==> src/inc/lacs_pkg.sv <==
package lacs_pkg;

	// clock and tick timing
	localparam int unsigned CLK_HZ        = 100000000; // system clock rate
	localparam int unsigned TICK_MS       = 10;        // timer tick period
	localparam int unsigned TICK_CYCLES   = CLK_HZ / 1000 * TICK_MS;
	localparam int unsigned TIME_W        = 9;         // ticks, up to 511

	// register byte offsets
	localparam logic [7:0] OFS_CTRL       = 8'h00; // modes and checks
	localparam logic [7:0] OFS_BLOW       = 8'h04; // blow duration
	localparam logic [7:0] OFS_ROLL       = 8'h08; // roll-on dwell
	localparam logic [7:0] OFS_SUP_ON     = 8'h0C; // support air on-delay
	localparam logic [7:0] OFS_SUP_OFF    = 8'h10; // support air off-delay
	localparam logic [7:0] OFS_START_DLY  = 8'h14; // start delay
	localparam logic [7:0] OFS_LOCK       = 8'h18; // lock-out duration
	localparam logic [7:0] OFS_PEEL_CFG   = 8'h1C; // configured peel offset
	localparam logic [7:0] OFS_PEEL_JOB   = 8'h20; // per-job peel offset
	localparam logic [7:0] OFS_STATUS     = 8'h24; // state and error flags
	localparam logic [7:0] OFS_CMD        = 8'h28; // clear-error command

	// control register fields
	localparam int unsigned CTRL_MODE_LSB = 0; // 2 bits: transfer method
	localparam int unsigned CTRL_APRINT   = 2; // apply-then-print
	localparam int unsigned CTRL_PARK_DN  = 3; // parking position down
	localparam int unsigned CTRL_VAC_CHK  = 4; // suction check enable

	// command register fields
	localparam int unsigned CMD_CLR_ERR   = 0; // clear pad-empty error

	// reset values, in ticks of 10 ms
	localparam logic [31:0] CTRL_RST      = 32'h0000_0010;
	localparam logic [TIME_W-1:0] SUP_OFF_RST = 9'h01B; // 270 ms
	localparam logic [TIME_W-1:0] ZERO_TIME   = 9'h000;
	localparam int unsigned PEEL_W        = 8; // signed, 0.1 mm steps

	// transfer methods
	typedef enum logic [1:0] {
		LACS_STAMP = 2'h0,
		LACS_BLOW  = 2'h1,
		LACS_ROLL  = 2'h2
	} lacs_method_t;

	// valve drive bundle
	typedef struct packed {
		logic vacuum;  // pad vacuum
		logic support; // supporting air
		logic blow;    // transfer blow air
		logic lift;    // lift cylinder down
	} lacs_valves_t;

	// print engine request bundle
	typedef struct packed {
		logic                     print;    // release one label print
		logic                     backfeed; // feed the strip back
		logic signed [PEEL_W-1:0] peel;     // summed peel offset
	} lacs_print_t;

	// configuration bundle
	typedef struct packed {
		lacs_method_t      method;
		logic              aprint;
		logic              park_dn;
		logic              vac_chk;
		logic [TIME_W-1:0] blow;
		logic [TIME_W-1:0] roll;
		logic [TIME_W-1:0] sup_on;
		logic [TIME_W-1:0] sup_off;
		logic [TIME_W-1:0] start_dly;
		logic [TIME_W-1:0] lock;
	} lacs_cfg_t;

endpackage : lacs_pkg

==> src/core/lacs_sequencer.sv <==
// Local design decisions: the address map and the APB interface to the registers.
`timescale 1ns/100ps
// Overview of operation
// RQ1 - apply-then-print needs separate priming request first
// RQ2 - apply-then-print ends cycle printing next label
// RQ3 - parking honoured only for blow with apply-print
// RQ4 - park up: wait at start position
// RQ5 - park down: wait low, start blows immediately
// RQ6 - blow air held for blow duration
// RQ7 - roll-on holds pad down for dwell
// RQ8 - support air on after on-delay
// RQ9 - support air off after off-delay
// RQ10 - start delay before labelling process
// RQ11 - starts within lock-out are discarded
// RQ12 - signed peel offset shifts presentation
// RQ13 - job peel offset adds to configured
// RQ14 - no vacuum with check: error, backfeed
// RQ15 - check disabled skips error and backfeed
// RQ16 - keep suction check on in production
// RQ17 - start prints with vacuum, support, then lowers
// RQ18 - lower to sensor, vacuum off, return
// RQ19 - support off-delay resets to 270 ms
// RQ20 - timers advance on 10 ms tick
module lacs_sequencer
	import lacs_pkg::*;
#(
	parameter int unsigned TICK_DIV = TICK_CYCLES // cycles per tick
) (
	// clock and reset
	input  wire logic         i_clk,
	input  wire logic         i_reset,
	// apb slave
	input  wire logic         psel,
	input  wire logic         penable,
	input  wire logic         pwrite,
	input  wire logic [7:0]   paddr,
	input  wire logic [31:0]  pwdata,
	output logic [31:0]       prdata,
	output logic              pready,
	output logic              pslverr,
	// controller and sensor pins
	input  wire logic         i_start,
	input  wire logic         i_prime,
	input  wire logic         i_pos_sensor,
	input  wire logic         i_vac_sensor,
	// print engine
	input  wire logic         i_print_done,
	output lacs_print_t       o_print,
	// valves
	output lacs_valves_t      o_valves,
	// status
	output logic              o_pad_empty
);

	typedef enum {
		ST_IDLE,    // waiting for start or priming
		ST_DELAY,   // start delay
		ST_PRINT,   // printing, vacuum on
		ST_SUPOFF,  // support off-delay after pickup
		ST_CHECK,   // vacuum transfer check
		ST_LOWER,   // pad moving down
		ST_BLOW,    // blow dwell
		ST_ROLL,    // roll-on dwell
		ST_RAISE,   // pad back to start
		ST_ERROR    // pad empty, backfeed issued
	} lacs_state_t;

	lacs_state_t state_reg;     // sequencer state
	lacs_cfg_t   cfg_reg;       // software configuration
	logic signed [PEEL_W-1:0] peel_cfg_reg; // configured peel
	logic signed [PEEL_W-1:0] peel_job_reg; // per-job peel
	logic        primed_reg;    // label held on pad
	logic        parked_low_reg;// pad parked at labelling position
	logic        err_reg;       // pad-empty error flag
	logic        sup_wait_reg;  // support on-delay loaded for this print
	logic        bfeed_reg;     // backfeed pulse
	logic        start_d_reg;   // previous synced start
	logic        prime_d_reg;   // previous synced prime
	logic [31:0] tick_cnt_reg;  // tick prescaler
	logic        tick;          // 10 ms tick
	logic [3:0]  pins_s;        // synchronised pins
	logic        start_s, prime_s, pos_s, vac_s;
	logic        start_edge, prime_edge, start_ok;
	logic        t_load, t_done, lock_load, lock_done, sup_load, sup_done;
	logic [TIME_W-1:0] t_value;
	logic        park_active;   // parking setting honoured
	logic        wr_en, rd_en, clr_err;
	logic        lock_busy;

	// pins cross from outside, two flops each
	lacs_sync #(.W(4)) u_sync (
		.i_clk   (i_clk),
		.i_reset (i_reset),
		.i_async ({i_start, i_prime, i_pos_sensor, i_vac_sensor}),
		.o_sync  (pins_s)
	);
	assign {start_s, prime_s, pos_s, vac_s} = pins_s;

	// rising edges of requests
	always_ff @(posedge i_clk) begin
		if (i_reset) begin
			start_d_reg <= 1'b0;
			prime_d_reg <= 1'b0;
		end else begin
			start_d_reg <= start_s;
			prime_d_reg <= prime_s;
		end
	end
	assign start_edge = start_s && !start_d_reg;
	assign prime_edge = prime_s && !prime_d_reg;

	// tick prescaler from system clock
	always_ff @(posedge i_clk) begin
		if (i_reset || tick) begin
			tick_cnt_reg <= '0;
		end else begin
			tick_cnt_reg <= tick_cnt_reg + 32'h1;
		end
	end
	assign tick = (tick_cnt_reg == 32'(TICK_DIV - 1)); // [RQ20]

	// sequence step timer
	lacs_timer u_step (
		.i_clk   (i_clk),
		.i_reset (i_reset),
		.i_tick  (tick),
		.i_load  (t_load),
		.i_value (t_value),
		.o_done  (t_done)
	);

	// lock-out timer runs beside the sequence
	lacs_timer u_lock (
		.i_clk   (i_clk),
		.i_reset (i_reset),
		.i_tick  (tick),
		.i_load  (lock_load),
		.i_value (cfg_reg.lock),
		.o_done  (lock_done)
	);

	// support on-delay timer, separate so it overlaps printing
	lacs_timer u_sup (
		.i_clk   (i_clk),
		.i_reset (i_reset),
		.i_tick  (tick),
		.i_load  (sup_load),
		.i_value (cfg_reg.sup_on),
		.o_done  (sup_done)
	);

	// parking only for blow plus apply-print
	assign park_active = cfg_reg.aprint && cfg_reg.park_dn
		&& cfg_reg.method == LACS_BLOW; // [RQ3]

	// a start is only taken while idle and primed when needed
	assign lock_busy  = !lock_done;
	assign start_ok   = start_edge && !lock_busy
		&& state_reg == ST_IDLE
		&& (!cfg_reg.aprint || primed_reg) && !err_reg; // [RQ11]
	assign lock_load  = start_ok; // [RQ11]

	// step timer loads on entry to timed states
	always_comb begin
		t_load  = 1'b0;
		t_value = ZERO_TIME;
		case (state_reg)
			ST_IDLE: begin
				if (start_ok) begin
					t_load  = 1'b1;
					t_value = cfg_reg.start_dly; // [RQ10]
				end
			end
			ST_PRINT: begin
				if (i_print_done) begin
					t_load  = 1'b1;
					t_value = cfg_reg.sup_off; // [RQ9]
				end
			end
			ST_LOWER: begin
				if (pos_s) begin
					t_load  = 1'b1;
					t_value = (cfg_reg.method == LACS_ROLL)
						? cfg_reg.roll : cfg_reg.blow;
				end
			end
			ST_DELAY: begin
				// parked low: the blow dwell starts from here
				t_load  = t_done && parked_low_reg; // [RQ5]
				t_value = cfg_reg.blow; // [RQ6]
			end
			default: begin
				t_load  = 1'b0;
			end
		endcase
	end

	// support on-delay starts with the print release
	assign sup_load = (state_reg == ST_PRINT) && !sup_wait_reg;

	// main sequence
	always_ff @(posedge i_clk) begin
		if (i_reset) begin
			state_reg <= ST_IDLE;
		end else begin
			case (state_reg)
				ST_IDLE: begin
					if (start_ok) begin
						state_reg <= ST_DELAY;
					end else if (prime_edge && cfg_reg.aprint
							&& !primed_reg && !err_reg) begin
						state_reg <= ST_PRINT; // [RQ1]
					end
				end
				ST_DELAY: begin
					if (t_done) begin
						if (cfg_reg.aprint) begin
							// label already held
							state_reg <= parked_low_reg
								? ST_BLOW : ST_LOWER; // [RQ4] [RQ5]
						end else begin
							state_reg <= ST_PRINT; // [RQ17]
						end
					end
				end
				ST_PRINT: begin
					if (i_print_done) begin
						state_reg <= ST_SUPOFF;
					end
				end
				ST_SUPOFF: begin
					if (t_done) begin
						state_reg <= ST_CHECK;
					end
				end
				ST_CHECK: begin
					if (cfg_reg.vac_chk && !vac_s) begin
						state_reg <= ST_ERROR; // [RQ14]
					end else if (cfg_reg.aprint) begin
						// next label held; park or wait up
						state_reg <= park_active
							? ST_LOWER : ST_IDLE; // [RQ2] [RQ4]
					end else begin
						state_reg <= ST_LOWER; // [RQ17] [RQ15]
					end
				end
				ST_LOWER: begin
					if (pos_s) begin
						if (park_active && primed_reg) begin
							state_reg <= ST_IDLE; // parked low [RQ5]
						end else begin
							state_reg <= (cfg_reg.method == LACS_STAMP)
								? ST_RAISE
								: (cfg_reg.method == LACS_ROLL)
								? ST_ROLL : ST_BLOW; // [RQ18]
						end
					end
				end
				ST_BLOW: begin
					if (t_done) begin
						state_reg <= ST_RAISE; // [RQ6]
					end
				end
				ST_ROLL: begin
					if (t_done) begin
						state_reg <= ST_RAISE; // [RQ7]
					end
				end
				ST_RAISE: begin
					// apply-print closes with the next print
					state_reg <= cfg_reg.aprint ? ST_PRINT : ST_IDLE; // [RQ2]
				end
				ST_ERROR: begin
					if (clr_err) begin
						state_reg <= ST_IDLE;
					end
				end
				default: begin
					state_reg <= ST_IDLE;
				end
			endcase
		end
	end

	// label-on-pad tracking for apply-print
	always_ff @(posedge i_clk) begin
		if (i_reset) begin
			primed_reg     <= 1'b0;
			parked_low_reg <= 1'b0;
		end else if (state_reg == ST_CHECK) begin
			primed_reg     <= cfg_reg.aprint && !(cfg_reg.vac_chk && !vac_s);
			parked_low_reg <= 1'b0;
		end else if (state_reg == ST_LOWER && pos_s && park_active
				&& primed_reg) begin
			parked_low_reg <= 1'b1;
		end else if (state_reg == ST_DELAY && t_done) begin
			primed_reg     <= 1'b0;
		end
	end

	// support on-delay marker; re-armed each print
	always_ff @(posedge i_clk) begin
		if (i_reset || state_reg != ST_PRINT) begin
			sup_wait_reg <= 1'b0;
		end else begin
			sup_wait_reg <= 1'b1;
		end
	end

	// pad-empty flag: set wins over clear
	always_ff @(posedge i_clk) begin
		if (i_reset) begin
			err_reg <= 1'b0;
		end else if (state_reg == ST_CHECK && cfg_reg.vac_chk && !vac_s)
			begin
			err_reg <= 1'b1; // [RQ14]
		end else if (clr_err) begin
			err_reg <= 1'b0;
		end
	end

	// one-cycle backfeed request on error
	always_ff @(posedge i_clk) begin
		if (i_reset) begin
			bfeed_reg <= 1'b0;
		end else begin
			bfeed_reg <= state_reg == ST_CHECK && cfg_reg.vac_chk
				&& !vac_s; // [RQ14] [RQ15]
		end
	end

	// valve outputs registered from state
	always_ff @(posedge i_clk) begin
		if (i_reset) begin
			o_valves <= '0;
		end else begin
			// vacuum holds the label from print until placed
			o_valves.vacuum  <= state_reg == ST_PRINT
				|| state_reg == ST_SUPOFF || state_reg == ST_CHECK
				|| state_reg == ST_DELAY && cfg_reg.aprint
				|| state_reg == ST_IDLE && primed_reg
				|| state_reg == ST_LOWER && (primed_reg || !pos_s); // [RQ18]
			o_valves.support <= state_reg == ST_PRINT && sup_wait_reg
				&& sup_done && !sup_load
				|| state_reg == ST_SUPOFF; // [RQ8] [RQ9]
			o_valves.blow    <= state_reg == ST_BLOW
				&& cfg_reg.method == LACS_BLOW; // [RQ6]
			// lift stays down while parked low
			o_valves.lift    <= state_reg == ST_LOWER
				|| state_reg == ST_BLOW || state_reg == ST_ROLL
				|| state_reg == ST_IDLE && parked_low_reg
				|| state_reg == ST_DELAY && parked_low_reg; // [RQ7]
		end
	end

	// print engine drive; peel sum saturation left to the engine
	always_ff @(posedge i_clk) begin
		if (i_reset) begin
			o_print <= '0;
		end else begin
			o_print.print    <= state_reg == ST_PRINT && !i_print_done;
			o_print.backfeed <= bfeed_reg;
			o_print.peel     <= peel_cfg_reg + peel_job_reg; // [RQ12] [RQ13]
		end
	end
	assign o_pad_empty = err_reg;

	// apb strobes, zero wait states
	assign wr_en   = psel && penable && pwrite;
	assign rd_en   = psel && !penable && !pwrite;
	assign clr_err = wr_en && paddr == OFS_CMD && pwdata[CMD_CLR_ERR];
	assign pready  = 1'b1;

	// configuration writes
	always_ff @(posedge i_clk) begin
		if (i_reset) begin
			cfg_reg.method    <= lacs_method_t'(CTRL_RST[CTRL_MODE_LSB +: 2]);
			cfg_reg.aprint    <= CTRL_RST[CTRL_APRINT];
			cfg_reg.park_dn   <= CTRL_RST[CTRL_PARK_DN];
			cfg_reg.vac_chk   <= CTRL_RST[CTRL_VAC_CHK];
			cfg_reg.blow      <= ZERO_TIME;
			cfg_reg.roll      <= ZERO_TIME;
			cfg_reg.sup_on    <= ZERO_TIME;
			cfg_reg.sup_off   <= SUP_OFF_RST; // [RQ19]
			cfg_reg.start_dly <= ZERO_TIME;
			cfg_reg.lock      <= ZERO_TIME;
			peel_cfg_reg      <= '0;
			peel_job_reg      <= '0;
		end else if (wr_en) begin
			if (paddr == OFS_CTRL) begin
				cfg_reg.method  <= lacs_method_t'(pwdata[CTRL_MODE_LSB +: 2]);
				cfg_reg.aprint  <= pwdata[CTRL_APRINT];
				cfg_reg.park_dn <= pwdata[CTRL_PARK_DN];
				cfg_reg.vac_chk <= pwdata[CTRL_VAC_CHK];
			end else if (paddr == OFS_BLOW) begin
				cfg_reg.blow <= pwdata[TIME_W-1:0];
			end else if (paddr == OFS_ROLL) begin
				cfg_reg.roll <= pwdata[TIME_W-1:0];
			end else if (paddr == OFS_SUP_ON) begin
				cfg_reg.sup_on <= pwdata[TIME_W-1:0];
			end else if (paddr == OFS_SUP_OFF) begin
				cfg_reg.sup_off <= pwdata[TIME_W-1:0];
			end else if (paddr == OFS_START_DLY) begin
				cfg_reg.start_dly <= pwdata[TIME_W-1:0];
			end else if (paddr == OFS_LOCK) begin
				cfg_reg.lock <= pwdata[TIME_W-1:0];
			end else if (paddr == OFS_PEEL_CFG) begin
				peel_cfg_reg <= pwdata[PEEL_W-1:0];
			end else if (paddr == OFS_PEEL_JOB) begin
				peel_job_reg <= pwdata[PEEL_W-1:0];
			end
		end
	end

	// read data captured in setup, stable through access
	always_ff @(posedge i_clk) begin
		if (i_reset) begin
			prdata  <= '0;
			pslverr <= 1'b0;
		end else if (psel && !penable) begin
			pslverr <= 1'b0;
			prdata  <= '0;
			if (paddr == OFS_CTRL) begin
				prdata[4:0] <= {cfg_reg.vac_chk, cfg_reg.park_dn,
					cfg_reg.aprint, cfg_reg.method};
			end else if (paddr == OFS_BLOW) begin
				prdata[TIME_W-1:0] <= cfg_reg.blow;
			end else if (paddr == OFS_ROLL) begin
				prdata[TIME_W-1:0] <= cfg_reg.roll;
			end else if (paddr == OFS_SUP_ON) begin
				prdata[TIME_W-1:0] <= cfg_reg.sup_on;
			end else if (paddr == OFS_SUP_OFF) begin
				prdata[TIME_W-1:0] <= cfg_reg.sup_off;
			end else if (paddr == OFS_START_DLY) begin
				prdata[TIME_W-1:0] <= cfg_reg.start_dly;
			end else if (paddr == OFS_LOCK) begin
				prdata[TIME_W-1:0] <= cfg_reg.lock;
			end else if (paddr == OFS_PEEL_CFG) begin
				prdata[PEEL_W-1:0] <= peel_cfg_reg;
			end else if (paddr == OFS_PEEL_JOB) begin
				prdata[PEEL_W-1:0] <= peel_job_reg;
			end else if (paddr == OFS_STATUS) begin
				// state code, error, primed, parked, lock busy
				prdata[7:0] <= {lock_busy, parked_low_reg, primed_reg,
					err_reg, 4'(state_reg)};
			end else if (paddr != OFS_CMD) begin
				pslverr <= !rd_en ? 1'b1 : 1'b1; // unmapped
			end
		end
	end

endmodule : lacs_sequencer

==> src/core/lacs_timer.sv <==
`timescale 1ns/100ps
// tick-based down counter, loaded then counting down to zero
module lacs_timer
	import lacs_pkg::*;
#(
	parameter int unsigned W = TIME_W
) (
	// clock and reset
	input  wire logic         i_clk,
	input  wire logic         i_reset,
	// control
	input  wire logic         i_tick,
	input  wire logic         i_load,
	input  wire logic [W-1:0] i_value,
	// status
	output logic              o_done
);

	logic [W-1:0] count_reg; // remaining ticks

	// load wins over counting, done once zero
	always_ff @(posedge i_clk) begin
		if (i_reset) begin
			count_reg <= '0;
		end else if (i_load) begin
			count_reg <= i_value;
		end else if (i_tick && count_reg != '0) begin
			count_reg <= count_reg - 1'b1;
		end
	end

	// a zero value ends at once; granularity is one tick
	assign o_done = count_reg == '0;

endmodule : lacs_timer

==> src/core/lacs_sync.sv <==
`timescale 1ns/100ps
// two-flop synchroniser for pins, one per bit
module lacs_sync #(
	parameter int unsigned W = 1
) (
	// clock and reset
	input  wire logic         i_clk,
	input  wire logic         i_reset,
	// data
	input  wire logic [W-1:0] i_async,
	output logic [W-1:0]      o_sync
);

	logic [W-1:0] meta_reg; // first stage, read only by second

	genvar b;
	generate
		for (b = 0; b < W; b++) begin : g_bit
			// per-bit double flop
			always_ff @(posedge i_clk) begin
				if (i_reset) begin
					meta_reg[b] <= 1'b0;
					o_sync[b]   <= 1'b0;
				end else begin
					meta_reg[b] <= i_async[b];
					o_sync[b]   <= meta_reg[b];
				end
			end
		end
	endgenerate

endmodule : lacs_sync

==> config.mk <==
export PLATFORM = sky130hd
export DESIGN_NAME = lacs_sequencer
export DESIGN_NICKNAME = d
export VERILOG_FILES = /design/src/inc/lacs_pkg.sv /design/src/core/lacs_sequencer.sv /design/src/core/lacs_timer.sv /design/src/core/lacs_sync.sv
export SDC_FILE = /design/constraint.sdc
export NUM_CORES = 1
export LEC_CHECK = 0
export ABC_AREA = 1
export BUFFER_PORTS_ARGS = -buffer_cell sky130_fd_sc_hd__buf_2
export CAP_MARGIN = 20
export CORE_UTILIZATION = 28
export CTS_BUF_LIST = sky130_fd_sc_hd__clkbuf_16
export DETAILED_ROUTE_END_ITERATION = 6
export GPL_TIMING_DRIVEN = 1
export SLEW_MARGIN = 20
export SYNTH_ARGS = -nofsm -noshare
export SYNTH_HDL_FRONTEND = slang
export SYNTH_HIERARCHICAL = 1
export SYNTH_SLANG_ARGS = --single-unit
==> constraint.sdc <==
create_clock -name i_clk -period 2.5 [get_ports i_clk]
set_clock_uncertainty 0.2 [all_clocks]
set_input_delay 0 -clock i_clk [delete_from_list [all_inputs] [get_ports i_clk]]
set_output_delay 0 -clock i_clk [all_outputs]
set_load 0.05 [all_outputs]
# After elaboration in Yosys (flattened, before gate mapping)
# Cells that the tools add are included.
[totals]
inputBits = 50
ff_bits = 205
word_cells = 250
ramBits = 0
romBits = 0
memories = 0
out_inout_bits = 49
latch_bits = 0
[op_classes]
n_shift = 0
mul = 0
add_sub_neg = 5
bitwise_logic = 8
div_mod_pow = 0
reduce_logical = 95
magnitude_cmp = 0
muxes = 62
eq_ne = 39
[ops]
columns = ["cell", "n"]
rows = [
  ["32-bit case mux with 9 select lines", 1],
  ["32-bit 2-to-1 mux", 8],
  ["32-bit by 3-bit == test with 1-bit output (second input constant)", 6],
  ["32-bit by 4-bit == test with 1-bit output (second input constant)", 6],
  ["9-bit 2-to-1 mux", 15],
  ["32-bit by 2-bit == test with 1-bit output (second input constant)", 3],
  ["32-bit zero test", 2],
  ["1-bit logical AND", 40],
  ["9-bit case mux with 4 select lines", 1],
  ["32-bit by 1-bit adder with 32-bit output (second input constant)", 1],
  ["32-bit by 1-bit == test with 1-bit output (second input constant)", 1],
  ["32-bit by 20-bit == test with 1-bit output (second input constant)", 1],
  ["8-bit by 5-bit == test with 1-bit output (second input constant)", 4],
  ["8-bit 2-to-1 mux", 4],
  ["32-bit by 3-bit inequality test with 1-bit output (second input constant)", 1],
  ["9-bit zero test", 3],
  ["9-bit nonzero test", 3],
  ["9-bit by 1-bit subtractor with 9-bit output (second input constant)", 3],
  ["8-bit by 6-bit == test with 1-bit output (second input constant)", 3],
  ["1-bit 2-to-1 mux", 22],
  ["8-bit by 4-bit == test with 1-bit output (second input constant)", 2],
  ["4-bit 2-to-1 mux", 4],
  ["1-bit logical OR", 14],
  ["7-bit AND reduction", 2],
  ["other kinds (26)", 59],
]

# Longest topological paths before layout
[depth]
ltp_word = 12
mapped_depth = 16
ltp_nobuf = 16

# Hierarchy
# The synthesis kept the hierarchy.
[by_module_without_submodules]
columns = ["module", "instances", "seq_area_each_um2", "area_per_inst_um2", "cells_per_inst"]
rows = [
  ["lacs_sequencer", 1, 2842.7, 7176.9, 1023],
  ["lacs_timer", 3, 180.2, 604.3, 99],
  ["lacs_sync", 1, 160.2, 231.5, 25],
]

# Worst setup path before layout
# No wires, ideal clock.
[synth_timing]
kind = "register -> register"
from = "reg u_lock.count_reg[0]"
to = "reg u_step.count_reg[1]"
path_slack_ps = -205
path_stages_with_launch = 17
setup_ps = 116
required_ps = 2184
n_path_buf = 1
t_arrival_ps = 2389
synth_period_minus_slack_ps = 2705
path_cell_list = "dfxtp_1 inv_1 ha_1 nand2_2 nor2_2 nand2_2 inv_1 nand4_1 nor2_1 inv_1 o2111ai_1 buf_6 clkinv_1 nand2_4 clkinv_4 nor2_1 nor2_1"
[synth_via]
elab_chain_cells = 8
elab_cells_between_ends = 11
cone_classes = "mux: 5; reduce/logical: 6"
[synth_rtl]
columns = ["item", "line", "text"]
rows = [
  ["from (decl)", "lacs_timer.sv:19", "logic [W-1:0] count_reg;"],
  ["from (signal assigned)", "lacs_timer.sv:26", "count_reg <= i_value;"],
  ["from (signal assigned)", "lacs_timer.sv:28", "count_reg <= count_reg - 1'b1;"],
  ["9-bit zero test *", "lacs_timer.sv:33", "assign o_done = count_reg == '0;"],
  ["named net lock_done", "lacs_sequencer.sv:84", "logic t_load, t_done, lock_load, lock_done, sup_load, sup_done;"],
  ["1-bit logical AND *", "lacs_sequencer.sv:158", "assign start_ok = start_edge && !lock_busy"],
  ["1-bit logical AND *", "lacs_sequencer.sv:159", "&& state_reg == ST_IDLE"],
  ["1-bit logical AND * (2 in a row)", "lacs_sequencer.sv:160", "&& (!cfg_reg.aprint || primed_reg) && !err_reg;"],
  ["named net lock_load", "lacs_sequencer.sv:84", ""],
  ["1-bit 2-to-1 mux *", "lacs_sequencer.sv:169", "if (start_ok) begin"],
  ["1-bit case mux with 4 select lines *", "lacs_sequencer.sv:167", "case (state_reg)"],
  ["named net t_load", "lacs_sequencer.sv:84", ""],
  ["9-bit 2-to-1 mux or 2-bit nonzero test (tied branches)", "-", ""],
  ["to (signal assigned)", "lacs_timer.sv:26", ""],
  ["to (signal assigned)", "lacs_timer.sv:28", ""],
  ["to (decl)", "lacs_timer.sv:19", ""],
]
# The timed path passes the listed nets; every way through them passes the cells marked *.
# A chain may end at the register's enable or synchronous reset.

# Worst setup path in the final report
[layout_timing]
from = "reg u_lock.count_reg[0]"
to = "reg u_step.count_reg[1]"
[layout_via]
elab_chain_cells = 8
elab_cells_between_ends = 11
cone_classes = "mux: 5; reduce/logical: 6"
[layout_rtl]
columns = ["item", "line", "text"]
rows = [
  ["9-bit zero test", "lacs_timer.sv:33", ""],
  ["named net lock_done", "lacs_sequencer.sv:84", ""],
  ["1-bit logical AND", "lacs_sequencer.sv:158", ""],
  ["1-bit logical AND", "lacs_sequencer.sv:159", ""],
  ["1-bit logical AND (2 in a row)", "lacs_sequencer.sv:160", ""],
  ["named net lock_load", "lacs_sequencer.sv:84", ""],
  ["9-bit 2-to-1 mux", "lacs_sequencer.sv:169", ""],
  ["9-bit case mux with 4 select lines", "lacs_sequencer.sv:167", ""],
  ["named net t_value[1]", "lacs_sequencer.sv:85", "logic [TIME_W-1:0] t_value;"],
  ["9-bit 2-to-1 mux", "lacs_timer.sv:25", "end else if (i_load) begin"],
]
# The timed path passes the listed nets, and every way through them passes these cells.

==> results.yml <==
cells_and_area:
  fin_util_pct: 33.7
  final_area_um2: 10900
  final_layout_size_suffix_gt1_share_pct: 12.6
  area_growth_pct: 18.6
  final_common_cell: "nand2_1"
  num_antenna_cells: 0
  largest_register_ffs: 59
  nets: 1506
  most-common-layout-cells: "nand2_1 (255), inv_1 (182), dfxtp_1 (175)"
  fin_cells: 1899
setup_path:
  cp.arrival_ns: 2.50
  crit_slowest_cell: "dfxtp_1"
  reg2reg_depth: 15
  worstPathRequired_ns: 2.63
  crit_fanout: 16
  r2r-end: "u_step/count_reg[1]"
  crit_path_start_kind: "flip-flop"
  crit_path_end_kind: "flip-flop"
  ff2ff_setup_slack_ns: 0.13
  setup.worst_path.start: "u_lock/count_reg[0]"
  critPathKind: "flip-flop to flip-flop"
  crit_path_cell_trace: "inv_2 > ha_4 > nand2_2 > nor2_4 > nand2_2 > inv_2 > nand4_1 > nor2_4 > buf_12 > a221oi_1 > o21ai_0 > nand2_1 > o21ai_0 > nor2_1 > nor2_1"
  crit-reg2reg-launch: "u_lock/count_reg[0]"
  slowest_delay_ns: 0.37
synth:
  synth.distinct_cells: 49
  netlist_area_um2: 9220
  ys_top_cells_by_area: "dfxtp_1 (38%), nand2_1 (10%), a21oi_1 (8.0%)"
  avgSynthCellArea_um2: 6.86
  synth_seq_cells: 177
  synthCells: 1345
  yosysSeqAreaShare_pct: 38.4
  synth_top_area_share_pct: 38.4
  synth.largest_area_cell: "dfxtp_1"
  yosys_warnings: 6
timing:
  fin_crit_ns: 2.37
  fmax_mhz: 422
  hold_violations: 0
  slew_headroom_pct: 55.8
  setup_viol: 0
  timing.final.crit_share_pct: 94.7
  tightest_slew_ns: 0.664
  drv_slew: 0
placement:
  globalplace.congestion: 0.886
  placedCellCount: 1834
  port_buffers: 51
  hpwl_mm: 19.4
  placed_area_um2: 9960
min_path:
  hp-start: "paddr[7]"
  hold_depth: 7
  hold_path_end: "pslverr"
  hold_class: "input pin to flip-flop"
floorplan:
  fp.dieH_um: 183
  initial_core_util_pct: 28.4
  rows: 66
  num_io_pins: 99
  die_width_um: 183
  die_area_um2: 33700
  coreArea_um2: 32500
power_and_ir_drop:
  leakagePower_nw: 4.34
  power_mw: 7.89
  cellPowerDensity_nw_per_um2: 721
  peakVddDrop_uv: 378
grt:
  grt_usage_pct: 16.0
  grt_max_degree: 73
  grt_pass1_vias: 8324
  grt_pass1_wl_mm: 42.5
  antenna_found_initial: 0
  overflow: 0
detailed_routing:
  totalWireLength_mm: 26.4
  ant_nets: 0
  drt-pass1-iter-count: 5
  viasPerCell: 4.70
  wl_per_cell_um: 13.9
  via_count: 8922
  drt-initial-drc-count: 658
  drcViolationCount: 0
cts:
  clkSlewWorstSetupHoldPaths_ns: 0.08
  insertion_delay_ns: 0.44
  cts_num_sinks: 177
  cts_buffers: 17
  h-tree-depth: 4
  clockBufferDepth: 2
  tritoncts: "built"
  cts-root-buf: "clkbuf_16"
status:
  status: "completed"
run:
  drv_cap: 0
[cell usage after synthesis (all sizes together)]
cell	n
o22ai	5
clkbuf	12
buf	43
inv	190
nand4	18
o21bai	1
o211ai	7
dfxtp	177
nor4	9
o221ai	1
fa	1
xnor2	6
clkinv	7
nand3	65
or2	11
xor2	9
nor3b	7
nand2	268
a211oi	3
a21oi	147
a31oi	1
o21ai	123
conb	2
o2111ai	1
a41oi	1
ha	11
and3	1
nor3	37
o21a	4
a221oi	9
nor2	168
[per-layer routing]
metal	global-route usage, %	routed length [µm]	vias up
li1	-	-	4534
met4	6.73	781	0
met1	20.3	11800	4059
met3	2.48	1420	47
met2	26.8	12300	282
met5	0	0	-
[kinds of logic after synthesis]
| family | count (synthesis) | share of synthesized area [%] |
|---|---|---|
| AOI/OAI and AO/OA | 303 | 17.5 |
| and+or+nand+nor | 584 | 28.5 |
| DFF | 177 | 38.4 |
| other | 2 | 0.0814 |
| adders and majority gates | 12 | 1.71 |
| xor gates and xnor gates | 15 | 1.42 |
| buffers and inverters | 252 | 12.4 |
[layout make-up]
| cell class | instances | area, µm² |
|---|---|---|
| Fill cell | 3505 | 21500 |
| Multi-Input combinational cell | 939 | 4660 |
| Sequential cell | 177 | 3550 |
| Timing Repair Buffer | 111 | 807 |
| Inverter | 197 | 768 |
| Tap cell | 442 | 553 |
| Clock buffer | 17 | 425 |
| Clock inverter | 15 | 166 |
| Timing Repair inverter | 1 | 3.75 |
[report_power, final]
group	switching (mW)	leakage (nW)	internal (mW)
clock	1.30	0.289	1.42
sequential	0.121	1.43	2.96
combinational	1.34	2.62	0.748
total	2.76	4.34	5.13
[stage by stage]
| step | setup slack [ns] | hold WS (ns) | setup TNS [ns] |
|---|---|---|---|
| after global routing | -0.00918 | 0.0893 | -0.00918 |
| after detailed placement | -0.0257 | 0.00901 | -0.144 |
| after global placement | 0.0476 | 0.00411 | 0 |
| after CTS | 0.00610 | 0.00648 | 0 |
| after floorplan | 0.103 | -0.131 | 0 |
| final | 0.133 | 0.0232 | 0 |
[worst max-delay path by stage]
stage                                to  cells after the start
global placement    u_lock/count_reg[3]                     15
global route        u_step/count_reg[5]                     17
CTS                 u_step/count_reg[8]                     14
detailed placement  u_step/count_reg[1]                     15
floorplan           u_step/count_reg[1]                     16
finish              u_step/count_reg[1]                     15
[critical path, delay by kind of cell, from the launching register on]
family / cells / cell delay (ns)
buffers and inverters: 3 / 0.28
and+or+nand+nor: 8 / 0.72
adders and majority gates: 1 / 0.16
DFF: 1 / 0.37
AOI/OAI and AO/OA: 3 / 0.52
[repair_timing]
action | CTS | global route
buffers inserted | 2 | 0
pin swaps | 2 | 3
hold endpoints to repair | 92 | 0
resized for setup | 2 | 15
cloned | 2 | 0
hold buffers | 29 | 0
endpoints found under the setup margin | 16 | 32
(Power assumes the default switching activity.)
